File: src/charge_time_unit_regs.vh
// Register offsets, field positions, reset values and timing counts of the charge-time unit
`ifndef CHARGE_TIME_UNIT_REGS_VH
`define CHARGE_TIME_UNIT_REGS_VH

`define CTU_ADDR_CONTROL      4'h0
`define CTU_ADDR_CURRENT      4'h4
`define CTU_ADDR_LINK         4'h8

`define CTU_CONTROL_RESET     16'h0000
`define CTU_CURRENT_RESET     16'h0000
`define CTU_CONTROL_WMASK     16'hBFFF
`define CTU_CURRENT_WMASK     16'hFF00

`define CTU_BIT_ENABLE        15
`define CTU_BIT_IDLE_STOP     13
`define CTU_BIT_DELAY_GEN     12
`define CTU_BIT_EDGE_PASS     11
`define CTU_BIT_EDGE_ORDER    10
`define CTU_BIT_GROUND        9
`define CTU_BIT_TRIGGER       8
`define CTU_BIT_POL2          7
`define CTU_SEL2_HI           6
`define CTU_SEL2_LO           5
`define CTU_BIT_POL1          4
`define CTU_SEL1_HI           3
`define CTU_SEL1_LO           2
`define CTU_BIT_SEEN2         1
`define CTU_BIT_SEEN1         0

`define CTU_TRIM_HI           15
`define CTU_TRIM_LO           10
`define CTU_RANGE_HI          9
`define CTU_RANGE_LO          8

`define CTU_SRC_PIN_ONE       2'h3
`define CTU_SRC_PIN_TWO       2'h2
`define CTU_SRC_COMPARE       2'h1
`define CTU_SRC_TIMER         2'h0

`define CTU_RANGE_X100        2'h3
`define CTU_RANGE_X10         2'h2
`define CTU_RANGE_BASE        2'h1
`define CTU_RANGE_OFF         2'h0

`define CTU_PULSE_CYCLES      4'h1

`endif

File: src/charge_time_unit.v
// Charge-time unit: edge control, delay generation and AXI4-Lite register slave
//
// Summary of operation
// - Delay-gen bit 12 routes current source to comparator B input.
// - In delay-gen mode, charging starts on a qualified edge.
// - Pulse on delay output when comparator says capacitor passed reference.
// - Bit 15 enables the unit; cleared stops comparator routing, trigger, source enable and edges, not ground, range or trim.
// - Bit 13 set stops operation in idle; cleared keeps running.
// - Bit 11 cleared blocks all edges; set passes them.
// - Bit 10 set: edge 2 accepted only after edge 1.
// - Bit 9 set grounds the current source output.
// - Trigger output enabled only while bit 8 is set.
// - Polarity bit set selects rising edge, cleared falling; bits 7 and 4.
// - Source fields 6-5 and 3-2: pin one, pin two, compare, timer.
// - Status bit 1 set when an edge 2 event occurred.
// - Status bit 0 set when an edge 1 event occurred.
// - Six-bit two's complement current trim in current register bits 15-10.
// - Range bits 9-8: x100, x10, base, source disabled.
// - Unimplemented bits read zero and ignore writes.
//
// Our own choices: the AXI4-Lite register port and the address map.
`timescale 1ns/1ps
`default_nettype none
`include "charge_time_unit_regs.vh"

module charge_time_unit (
    input  wire        clock,
    input  wire        arst_n,
    input  wire        clk_en,
    input  wire        cpu_idle,
    input  wire        edge_pin_one,
    input  wire        edge_pin_two,
    input  wire        output_compare_source,
    input  wire        timer_source,
    input  wire        comparator_trip,
    input  wire [3:0]  s_axi_awaddr,
    input  wire        s_axi_awvalid,
    output reg         s_axi_awready,
    input  wire [31:0] s_axi_wdata,
    input  wire [3:0]  s_axi_wstrb,
    input  wire        s_axi_wvalid,
    output reg         s_axi_wready,
    output reg  [1:0]  s_axi_bresp,
    output reg         s_axi_bvalid,
    input  wire        s_axi_bready,
    input  wire [3:0]  s_axi_araddr,
    input  wire        s_axi_arvalid,
    output reg         s_axi_arready,
    output reg  [31:0] s_axi_rdata,
    output reg  [1:0]  s_axi_rresp,
    output reg         s_axi_rvalid,
    input  wire        s_axi_rready,
    output reg         source_to_comparator_b,
    output reg         current_ground,
    output reg         current_source_on,
    output reg  [1:0]  current_range,
    output reg  [5:0]  current_trim,
    output reg         charge_delay_capacitor,
    output reg         delay_pulse_out,
    output reg         trigger_out
);

    localparam ST_IDLE     = 2'h0;
    localparam ST_CHARGING = 2'h1;
    localparam ST_PULSE    = 2'h2;

    reg        rst_sync1_reg;
    reg        rst_sync2_reg;
    wire       rst_n = rst_sync2_reg;

    reg [15:0] control_reg;
    reg [15:0] current_reg;
    reg [1:0]  state_reg;
    reg [3:0]  pulse_cnt_reg;
    reg [3:0]  sources_prev_reg;
    reg        aw_got_reg;
    reg        w_got_reg;
    reg [3:0]  aw_addr_reg;
    reg [31:0] w_data_reg;
    reg [3:0]  w_strb_reg;

    // Pick one of four sources by the 2-bit select field
    function src_pick;
        input [1:0] sel;
        input [3:0] srcs;
        begin
            case (sel)
                `CTU_SRC_PIN_ONE: src_pick = srcs[3];
                `CTU_SRC_PIN_TWO: src_pick = srcs[2];
                `CTU_SRC_COMPARE: src_pick = srcs[1];
                default:          src_pick = srcs[0];
            endcase
        end
    endfunction

    // Byte-lane merge of a 16-bit register, restricted to implemented bits
    function [15:0] lane_merge;
        input [15:0] old;
        input [15:0] data;
        input [1:0]  strb;
        input [15:0] wmask;
        reg   [15:0] m;
        begin
            m = {{8{strb[1]}}, {8{strb[0]}}} & wmask;
            lane_merge = (old & ~m) | (data & m);
        end
    endfunction

    wire [3:0] sources_now = {edge_pin_one, edge_pin_two, output_compare_source, timer_source};
    wire       unit_enable_bit  = control_reg[`CTU_BIT_ENABLE];
    wire       idle_stop_bit    = control_reg[`CTU_BIT_IDLE_STOP];
    wire       delay_gen_enable = control_reg[`CTU_BIT_DELAY_GEN];
    wire       edge_pass_bit    = control_reg[`CTU_BIT_EDGE_PASS];
    wire       edge_order_bit   = control_reg[`CTU_BIT_EDGE_ORDER];

    wire running = unit_enable_bit & ~(idle_stop_bit & cpu_idle);
    wire [1:0] sel1 = control_reg[`CTU_SEL1_HI:`CTU_SEL1_LO];
    wire [1:0] sel2 = control_reg[`CTU_SEL2_HI:`CTU_SEL2_LO];
    wire cur1  = src_pick(sel1, sources_now);
    wire prev1 = src_pick(sel1, sources_prev_reg);
    wire cur2  = src_pick(sel2, sources_now);
    wire prev2 = src_pick(sel2, sources_prev_reg);
    wire pol1  = control_reg[`CTU_BIT_POL1];
    wire pol2  = control_reg[`CTU_BIT_POL2];
    wire edge1_raw = pol1 ? (cur1 & ~prev1) : (~cur1 & prev1);
    wire edge2_raw = pol2 ? (cur2 & ~prev2) : (~cur2 & prev2);
    wire edge1_ev  = running & edge_pass_bit & edge1_raw;
    wire edge2_ev  = running & edge_pass_bit & edge2_raw &
                     (~edge_order_bit | control_reg[`CTU_BIT_SEEN1]);

    wire wr_fire = aw_got_reg & w_got_reg & ~s_axi_bvalid;
    wire wr_ctl  = wr_fire & (aw_addr_reg == `CTU_ADDR_CONTROL);
    wire wr_cur  = wr_fire & (aw_addr_reg == `CTU_ADDR_CURRENT);

    reg  [15:0] control_next;
    reg  [15:0] current_next;

    always @* begin
        control_next = control_reg;
        current_next = current_reg;
        if (wr_ctl) begin
            control_next = lane_merge(control_reg, w_data_reg[15:0], w_strb_reg[1:0], `CTU_CONTROL_WMASK);
        end
        if (wr_cur) begin
            current_next = lane_merge(current_reg, w_data_reg[15:0], w_strb_reg[1:0], `CTU_CURRENT_WMASK);
        end
        // Hardware set wins over a software clear in the same cycle
        if (edge1_ev) begin
            control_next[`CTU_BIT_SEEN1] = 1'b1;
        end
        if (edge2_ev) begin
            control_next[`CTU_BIT_SEEN2] = 1'b1;
        end
    end

    always @(posedge clock or negedge arst_n) begin
        if (!arst_n) begin
            rst_sync1_reg <= 1'b0;
            rst_sync2_reg <= 1'b0;
        end else begin
            rst_sync1_reg <= 1'b1;
            rst_sync2_reg <= rst_sync1_reg;
        end
    end

    always @(posedge clock or negedge rst_n) begin
        if (!rst_n) begin
            control_reg      <= `CTU_CONTROL_RESET;
            current_reg      <= `CTU_CURRENT_RESET;
            sources_prev_reg <= 4'h0;
            state_reg        <= ST_IDLE;
            pulse_cnt_reg    <= 4'h0;
            aw_got_reg       <= 1'b0;
            w_got_reg        <= 1'b0;
            aw_addr_reg      <= 4'h0;
            w_data_reg       <= 32'h00000000;
            w_strb_reg       <= 4'h0;
            s_axi_awready    <= 1'b0;
            s_axi_wready     <= 1'b0;
            s_axi_bvalid     <= 1'b0;
            s_axi_bresp      <= 2'h0;
            s_axi_arready    <= 1'b0;
            s_axi_rvalid     <= 1'b0;
            s_axi_rresp      <= 2'h0;
            s_axi_rdata      <= 32'h00000000;
            source_to_comparator_b <= 1'b0;
            current_ground         <= 1'b0;
            current_source_on      <= 1'b0;
            current_range          <= 2'h0;
            current_trim           <= 6'h00;
            charge_delay_capacitor <= 1'b0;
            delay_pulse_out        <= 1'b0;
            trigger_out            <= 1'b0;
        end else if (clk_en) begin
            control_reg      <= control_next;
            current_reg      <= current_next;
            sources_prev_reg <= sources_now;

            // Write channel: address and data accepted in either order
            s_axi_awready <= ~aw_got_reg & ~s_axi_awready & s_axi_awvalid;
            s_axi_wready  <= ~w_got_reg & ~s_axi_wready & s_axi_wvalid;
            if (s_axi_awvalid & s_axi_awready) begin
                aw_got_reg  <= 1'b1;
                aw_addr_reg <= s_axi_awaddr;
            end
            if (s_axi_wvalid & s_axi_wready) begin
                w_got_reg  <= 1'b1;
                w_data_reg <= s_axi_wdata;
                w_strb_reg <= s_axi_wstrb;
            end
            if (wr_fire) begin
                aw_got_reg   <= 1'b0;
                w_got_reg    <= 1'b0;
                s_axi_bvalid <= 1'b1;
                s_axi_bresp  <= (aw_addr_reg == `CTU_ADDR_CONTROL || aw_addr_reg == `CTU_ADDR_CURRENT) ?
                                2'h0 : 2'h2;
            end else if (s_axi_bvalid & s_axi_bready) begin
                s_axi_bvalid <= 1'b0;
            end

            // Read channel: one outstanding read
            s_axi_arready <= ~s_axi_arready & ~s_axi_rvalid & s_axi_arvalid;
            if (s_axi_arvalid & s_axi_arready) begin
                s_axi_rvalid <= 1'b1;
                case (s_axi_araddr)
                    `CTU_ADDR_CONTROL: begin
                        s_axi_rdata <= {16'h0000, control_reg};
                        s_axi_rresp <= 2'h0;
                    end
                    `CTU_ADDR_CURRENT: begin
                        s_axi_rdata <= {16'h0000, current_reg};
                        s_axi_rresp <= 2'h0;
                    end
                    `CTU_ADDR_LINK: begin
                        // Delay state and trip level, handy for bring-up
                        s_axi_rdata <= {27'h0, comparator_trip, delay_pulse_out,
                                        charge_delay_capacitor, state_reg};
                        s_axi_rresp <= 2'h0;
                    end
                    default: begin
                        s_axi_rdata <= 32'h00000000;
                        s_axi_rresp <= 2'h2;
                    end
                endcase
            end else if (s_axi_rvalid & s_axi_rready) begin
                s_axi_rvalid <= 1'b0;
            end

            // Analog controls follow the registers; idle stop cuts comparator routing, trigger and source enable, not ground, range or trim
            source_to_comparator_b <= running & delay_gen_enable;
            current_ground         <= control_reg[`CTU_BIT_GROUND];
            trigger_out            <= running & control_reg[`CTU_BIT_TRIGGER];
            current_range          <= current_reg[`CTU_RANGE_HI:`CTU_RANGE_LO];
            current_source_on      <= running &
                                      (current_reg[`CTU_RANGE_HI:`CTU_RANGE_LO] != `CTU_RANGE_OFF);
            current_trim           <= current_reg[`CTU_TRIM_HI:`CTU_TRIM_LO];

            // Delay generation sequence
            case (state_reg)
                ST_IDLE: begin
                    delay_pulse_out <= 1'b0;
                    if (running & delay_gen_enable & (edge1_ev | edge2_ev)) begin
                        state_reg              <= ST_CHARGING;
                        charge_delay_capacitor <= 1'b1;
                    end
                end
                ST_CHARGING: begin
                    if (~running | ~delay_gen_enable) begin
                        state_reg              <= ST_IDLE;
                        charge_delay_capacitor <= 1'b0;
                    end else if (comparator_trip) begin
                        state_reg              <= ST_PULSE;
                        charge_delay_capacitor <= 1'b0;
                        delay_pulse_out        <= 1'b1;
                        pulse_cnt_reg          <= `CTU_PULSE_CYCLES;
                    end
                end
                ST_PULSE: begin
                    if (pulse_cnt_reg <= 4'h1) begin
                        state_reg       <= ST_IDLE;
                        delay_pulse_out <= 1'b0;
                    end else begin
                        pulse_cnt_reg <= pulse_cnt_reg - 4'h1;
                    end
                end
                default: begin
                    state_reg              <= ST_IDLE;
                    charge_delay_capacitor <= 1'b0;
                    delay_pulse_out        <= 1'b0;
                end
            endcase
        end
    end

endmodule // charge_time_unit

`default_nettype wire

File: config.mk
export PLATFORM = sky130hd
export DESIGN_NAME = charge_time_unit
export DESIGN_NICKNAME = d
export VERILOG_FILES = /design/src/charge_time_unit.v
export VERILOG_INCLUDE_DIRS = /design/src
export SDC_FILE = /design/constraint.sdc
export NUM_CORES = 1
export LEC_CHECK = 0
export ABC_CLOCK_PERIOD_IN_PS = 4000
export BUFFER_PORTS_ARGS = -buffer_cell sky130_fd_sc_hd__buf_2
export CORE_MARGIN = 4
export CORE_UTILIZATION = 52
export DETAILED_ROUTE_END_ITERATION = 8
export MAX_ROUTING_LAYER = met4
export PLACE_DENSITY_LB_ADDON = 0.3
export REMOVE_ABC_BUFFERS = 1
export SYNTH_ARGS = -nofsm -noshare
export SYNTH_HDL_FRONTEND = slang
export SYNTH_SLANG_ARGS = --single-unit
File: constraint.sdc
create_clock -name clock -period 4 [get_ports clock]
set_input_delay 0.2 -clock clock [delete_from_list [all_inputs] [get_ports clock]]
set_output_delay 0.2 -clock clock [all_outputs]
set_load 0.1 [all_outputs]
* After elaboration in Yosys (flattened, before gate mapping)
Index checks and enable logic that the tools add are counted.
Operators by class: add/subtract/negate cells 1, magnitude comparators 1, equality and inequality tests 17, multiplexer cells 37, bitwise gates (word level) 56, reduce and logical (&&, ||, !) cells 29
Operators with widths (count):
- AND 16 bit | 4
- one-hot mux 16 bit (3 select lines) | 1
- NOT 16 bit | 2
- bitwise OR 16 bit | 2
- AND 1 bit | 29
- AND reduction 2 bit | 12
- 2-to-1 mux 1 bit | 18
- NOT 1 bit | 16
- nonzero test 2 bit | 8
- one-hot mux 1 bit (3 select lines) | 5
- 2-to-1 mux 2 bit | 7
- 2-to-1 mux 4 bit | 3
- AND reduction 4 bit | 3
- equality test 2 bit, second input constant | 5
- inequality test 2 bit, second input constant | 5
- equality test 4 x 3 -> 1 bit, second input constant | 2
- logical NOT 4 bit | 2
- one-hot mux 4 bit (2 select lines) | 1
- equality test 2 x 1 -> 1 bit, second input constant | 3
- one-hot mux 2 bit (3 select lines) | 1
- AND reduction 5 bit | 1
- equality test 4 bit, second input constant | 1
- less-or-equal comparator 4 x 1 -> 1 bit, second input constant | 1
- subtractor 4 x 1 -> 4 bit, second input constant | 1
- 6 further kinds | 8
Word-level totals: register bits 123

* Depth between registers and ports, before layout
Gate-level depths: netlist of run 1.
word-level depth 11, depth in mapped cells 7

* Worst setup path before layout of run 1
Ideal clock, no wire load.
path type register -> register, start register s_axi_bvalid, end register (tool-made name), setup time 0.128 ns, arrival 2.108 ns, required time 3.872 ns, slack 1.765 ns, stages on the path, launching flop included 5, buffers on the path 0, cells stage by stage dfrtp_1 -> nand4b_1 -> nor4_2 -> nand3b_1 -> mux2_1
RTL lines:
- start: declaration | RTL line charge_time_unit.v:44 | output reg s_axi_bvalid,
- start signal: assignment | RTL line charge_time_unit.v:180 | s_axi_bvalid <= 1'b0;
- start signal: assignment | RTL line charge_time_unit.v:214 | s_axi_bvalid <= 1'b1;
- start signal: assignment | RTL line charge_time_unit.v:218 | s_axi_bvalid <= 1'b0;

==> flow_summary.json, run 1 <==
{
  "status": "finished clean",
  "multi_input_area_mm2": 0.001619,
  "finalNetCount": 482,
  "synthTopCellsByArea": "dfrtp_1 (57%), mux2_2 (15%), o21ai_0 (3.5%)",
  "finalHoldViolCount": 0,
  "vdd_drop_max_mv": 0.4426,
  "cts_resized": 0,
  "numCtsBuffers": 9,
  "vias": 2789,
  "synth_top_area_share": 0.5733,
  "die_y_um": 97.77,
  "worstPathRequired_ps": 4240,
  "crit_path_max_incr_delay_ps": 480,
  "synth_cells": 342,
  "max_freq_ghz": 0.4710,
  "tightestPinTransition_ps": 1003,
  "holdPathStages": 2,
  "drtIter0Drc": 103,
  "worstHoldStart": "s_axi_wdata[8]",
  "netlist_top_cells_count": "dfrtp_1 (96), mux2_2 (54), nand2_1 (36)",
  "worstHoldEndpoint": "w_data_reg[8]",
  "total_power_mw": 3.138,
  "startpoint": "s_axi_bvalid",
  "die-area_mm2": 0.009558,
  "areaGrowthSynthToFinish_pct": 16.00,
  "totalWireLength_mm": 8.138,
  "finalSetupViolCount": 0,
  "synth_cell_types": 45,
  "startpoint_type": "register",
  "r2r_cells": 4,
  "powerDensity_mw_per_mm2": 645.6,
  "tns_ps": 0,
  "crit_path_end_kind": "register",
  "synth_top_area_cell": "dfrtp_1",
  "rsz0062_at_grt": "no",
  "grt_pass1_vias": 2808,
  "ctsHoldBuffers": 1,
  "yosysMostFrequentCell": "dfrtp_1",
  "fin_crit_sh": 0.5307,
  "cts_root_buffer": "clkbuf_8",
  "slew_headroom": 0.3296,
  "start_util": 0.5395,
  "core_area_mm2": 0.007767,
  "cp_max_fo": 8,
  "num-fill-cells": 657,
  "num_rows": 32,
  "n_antenna_cell": 0,
  "cts_setup_buffers": 0,
  "drive_above_1_share": 0.3630,
  "cts_max_path_buffers": 2,
  "seq_area_frac_synth": 0.5733,
  "grt_pass1_wl_mm": 13.87,
  "finClkSkew_ps": 7.167,
  "power_leakage_nw": 2.440,
  "cts.sinks": 96,
  "drv_cap": 0,
  "hold_class": "in2reg",
  "routabilityCongestion": 0.8173,
  "hold_slack_ps": 64.70,
  "clk_pin_slew_ps": 90,
  "ant_nets": 0,
  "drc": 0,
  "critPathKind": "reg2reg",
  "yosys_warnings": 0,
  "antenna_found_initial": 0,
  "finalCriticalPeriod_ps": 2123,
  "io_buffers": 76,
  "syn_area_per_cell_um2": 12.25,
  "synthArstFlopShare": 1.000,
  "r2r_start": "s_axi_bvalid",
  "overflow": 0,
  "clock_latency_ps": 360,
  "grt_max_degree": 69,
  "synth_seq_cells": 96,
  "dr.pass1.iters": 4,
  "cp_cell_sequence": "nand4b_1 > nor4_2 > nand3b_1 > mux2_1",
  "cts_htree_levels": 3,
  "viasPerCell": 5.272,
  "regArea_mm2": 0.002406,
  "r2r_setup_slack_ps": 1880,
  "fp.dieW_um": 97.77,
  "synth_edf_count": 0,
  "synthFlopType": "dfrtp_1",
  "gr-usage-all-layers": 0.1845,
  "cp_slowest_cell": "nand3b_1",
  "ios": 113,
  "dp_hpwl_mm": 5.867,
  "final_max_slew_viol_count": 0,
  "cts_tree": "done",
  "worstPathArrival_ps": 2360,
  "synth_area_mm2": 0.004190,
  "wire_per_inst_um": 15.38
}
## critical path, delay by kind of cell (launching register included)
family	cells	cell delay, ps
flops	1	400
mux	1	470
simple gates	3	1140
## cells by family after synthesis
family,synth area share
adder cells (fa/ha/maj),0.005971
AND/OR/NAND/NOR,0.08809
multiplexers,0.1917
other,0.001792
buffers and inverters,0.05554
AO/OA/AOI/OAI,0.08361
flip-flops,0.5733
## worst max path at each step
stage / to / slack (ps) / depth (start not counted)
6_report: register / 1880 / 4
5_1_grt: s_axi_rdata[10] / 1700 / 3
4_1_cts: s_axi_rdata[9] / 1860 / 3
3_5_place_dp: s_axi_rresp[1] / 1570 / 4
3_3_place_gp: s_axi_rresp[1] / 1580 / 4
2_1_floorplan: asynchronous set/reset pin / 1130 / 0
## area by class of cell
type	count	share of cell area
clock inverters	6	0.02368
inverters	14	0.01081
repair buffers	80	0.08494
well taps	102	0.02625
multi-input cells	221	0.3331
clock buffers	10	0.02625
flip-flops and latches	96	0.4950
## through the flow
step,util,instances,worst slack (ps),cell area (um2)
global route,0.6258,529,1705,4861
finish,0.6258,529,1877,4861
floorplan,-,331,1128,4074
CTS,0.6258,529,1861,4861
detailed placement,0.5933,512,1571,4608
global placement,0.5933,512,1575,4608
## report_power, final
| part | internal (mW) | total [mW] | switching, mW |
|---|---|---|---|
| clock | 0.419 | 0.754 | 0.335 |
| sequential | 1.23 | 1.45 | 0.216 |
| combinational | 0.308 | 0.934 | 0.626 |
| total | 1.96 | 3.14 | 1.18 |
## layer usage
layer	up-vias	GRT usage	share of wire
met5	-	-	0
met1	1370	0.2419	0.44
li1	1335	-	-
met4	0	0.05431	0.013
met2	74	0.2899	0.49
met3	10	0.04286	0.059
## layout by cell type, fill, tap and decap left out, types with 2 or more instances in the layout
master and count:
dfrtp_1 95, buf_2 76, mux2_2 54, nand2_1 36, o21ai_0 29, conb_1 19
inv_1 14, mux2i_1 12, nand3_1 11, clkbuf_8 9, nor2_1 7, a22oi_1 7
nand3b_1 4, a21oi_1 4, a21boi_0 3, bufinv_16 3, buf_4 3, mux2_4 2
nand4_1 2, o31ai_1 2, o311ai_0 2, nor4_2 2, mux2_1 2, ha_1 2
(Power assumes the default switching activity.)
==> run 2: changes to the inputs <==
--- a/config.mk
+++ b/config.mk
@@ -6,10 +6,11 @@
 export SDC_FILE = /design/constraint.sdc
 export NUM_CORES = 1
 export LEC_CHECK = 0
-export ABC_CLOCK_PERIOD_IN_PS = 4000
+export ABC_AREA = 1
+export ABC_CLOCK_PERIOD_IN_PS = 1850
 export BUFFER_PORTS_ARGS = -buffer_cell sky130_fd_sc_hd__buf_2
 export CORE_MARGIN = 4
-export CORE_UTILIZATION = 52
+export CORE_UTILIZATION = 48
 export DETAILED_ROUTE_END_ITERATION = 8
 export MAX_ROUTING_LAYER = met4
 export PLACE_DENSITY_LB_ADDON = 0.3
==> constraint.sdc (replaced) <==
create_clock -name clock -period 1.85 [get_ports clock]
set_input_delay 0.0925 -clock clock [delete_from_list [all_inputs] [get_ports clock]]
set_output_delay 0.0925 -clock clock [all_outputs]
set_load 0.1 [all_outputs]
==> run 2 against run 1 <==
Net effect: sequential power up 110%; clock skew increased by 15 ps; cell count up 38%; critical path type unchanged; largest cell class unchanged.
==> flow_summary.json, run 2 <==
{
  "status": "finished clean",
  "cts_setup_buffers": 0,
  "totalWireLength_mm": 9.424,
  "cts_tree": "done",
  "fp.dieW_um": 104.4,
  "worstPathArrival_ps": 1900,
  "hold_class": "in2reg",
  "overflow": 0,
  "netlist_top_cells_count": "nand2_1 (160), dfrtp_1 (96), inv_1 (52)",
  "cts.sinks": 96,
  "power_leakage_nw": 2.788,
  "max_freq_ghz": 0.6176,
  "setup_ws_ps": 230.7,
  "vdd_drop_max_mv": 1.100,
  "num_rows": 34,
  "core_area_mm2": 0.008891,
  "critPathKind": "reg2reg",
  "yosys_warnings": 0,
  "io_buffers": 76,
  "numCtsBuffers": 9,
  "start_util": 0.5018,
  "areaGrowthSynthToFinish_pct": 20.89,
  "clock_latency_ps": 360,
  "final_common_cell": "nand2_1",
  "startpoint_type": "register",
  "gr-usage-all-layers": 0.1856,
  "wire_per_inst_um": 12.95,
  "die_y_um": 104.4,
  "yosysMostFrequentCell": "nand2_1",
  "ant_nets": 0,
  "cp_slowest_cell": "dfrtp_1",
  "syn_area_per_cell_um2": 8.800,
  "crit_path_max_incr_delay_ps": 420,
  "crit_path_end_kind": "register",
  "rsz0062_at_grt": "no",
  "drv_cap": 0,
  "antenna_found_initial": 0,
  "synth_top_area_cell": "dfrtp_1",
  "drive_above_1_share": 0.2468,
  "finalNetCount": 675,
  "synthFlopType": "dfrtp_1",
  "drc": 0,
  "drtIter0Drc": 159,
  "cp_max_fo": 4,
  "cts_max_path_buffers": 2,
  "powerDensity_mw_per_mm2": 1314,
  "finalCriticalPeriod_ps": 1619,
  "synth_area_mm2": 0.004462,
  "final_max_slew_viol_count": 0,
  "cp_cell_sequence": "inv_1 > ha_1 > o21ai_0 > nand2_1 > clkinv_1 > o21ai_2 > inv_2 > nand2_2 > o22ai_1 > a21oi_1",
  "cts_htree_levels": 3,
  "cts_resized": 0,
  "ios": 113,
  "finClkSkew_ps": 22.24,
  "worstPathRequired_ps": 2130,
  "cp_top_family": "compound AO/OA/AOI/OAI gates",
  "n_antenna_cell": 0,
  "critPathBufInv": 3,
  "synth_seq_cells": 96,
  "seq_area_frac_synth": 0.5384,
  "grt_pass1_vias": 3414,
  "grt_max_degree": 35,
  "fin_crit_sh": 0.8753,
  "dr.pass1.iters": 4,
  "synth_cell_types": 34,
  "vias": 3577,
  "ctsHoldBuffers": 28,
  "synth_cells": 507,
  "synthTopCellsByArea": "dfrtp_1 (54%), nand2_1 (13%), inv_1 (4.4%)",
  "die-area_mm2": 0.01090,
  "finalSetupViolCount": 0,
  "routabilityCongestion": 0.8530,
  "grt_pass1_wl_mm": 16.41,
  "synth_top_area_share": 0.5384,
  "clk_pin_slew_ps": 100,
  "final_cell_mix": "nand2_1 (160), dfrtp_1 (95), buf_2 (76)",
  "dp_hpwl_mm": 6.967,
  "cts_root_buffer": "clkbuf_8",
  "place_ws_ps": 244.0,
  "viasPerCell": 4.913,
  "synthArstFlopShare": 1.000,
  "finalHoldViolCount": 0,
  "synth_edf_count": 0,
  "total_power_mw": 7.087
}
==> run 2: cell count changes in the layout (fill, tap and decap cells not counted), moves of 13 or more <==
cell,before,now
nand2_1,36,160
inv_1,14,52
o21ai_2,0,16
mux2_2,54,2
dlygate4sd3_1,1,28
nand3_1,11,24
==> run 2: cell type report <==
cell class	count	area (um2)
fillers	786	3497
inverters	64	240.2
repair buffers	112	745.7
clock buffers	9	123.9
multi-input cells	332	1665
well taps	108	135.1
flip-flops and latches	96	2406
clock inverters	7	77.57
==> run 2: cell families after synthesis <==
| family | count (synthesis) | synth area share |
|---|---|---|
| AND/OR/NAND/NOR | 221 | 0.2255 |
| buffers and inverters | 96 | 0.1032 |
| flip-flops | 96 | 0.5384 |
| AO/OA/AOI/OAI | 88 | 0.1206 |
| multiplexers | 2 | 0.005047 |
| adder cells (fa/ha/maj) | 2 | 0.005608 |
| other | 2 | 0.001683 |
==> run 2: worst paths after layout <==
check                                  from                to  slack (ps)  cells after the start
max                        pulse_cnt_reg[0]  pulse_cnt_reg[2]         230                     10
min reg2reg                           rst_n    w_data_reg[13]         270                      0
min in group asynchronous            arst_n             rst_n          40                      2
min                         s_axi_awaddr[3]    aw_addr_reg[3]          20                      3
max reg2reg                pulse_cnt_reg[0]  pulse_cnt_reg[2]         230                     10
max in group asynchronous             rst_n     w_strb_reg[1]        1000                      1
==> run 2: power breakdown <==
part	total, mW	switching (mW)	internal [mW]	leakage, nW
combinational	2.70	2.07	0.631	1.44
clock	1.40	0.757	0.640	0.101
sequential	2.99	0.352	2.64	1.25
==> run 2: through the flow <==
| stage | std cells | hold WS [ps] | TNS, ps | utilization | instance area (um2) |
|---|---|---|---|---|---|
| after floorplan | 492 | -203.1 | -106450 | - | 4305 |
| after global placement | 684 | -120.5 | 0 | 0.5525 | 4912 |
| after detailed placement | 684 | -119.8 | 0 | 0.5525 | 4912 |
| after CTS | 728 | 7.978 | 0 | 0.6067 | 5394 |
| after global routing | 728 | 31.14 | 0 | 0.6067 | 5394 |
| final | 728 | 15.86 | 0 | 0.6067 | 5394 |
==> run 2: per-layer routing <==
metal | track usage | part of all wire
met1 | 0.2533 | 0.48
met2 | 0.2920 | 0.47
met3 | 0.03166 | 0.050
met4 | 0.04368 | 0.0067
met5 | - | 0
==> run 2: worst min-delay path, stage by stage <==
cell and delay (ps):
buf_2 80, nor2_1 40, a21oi_1 110
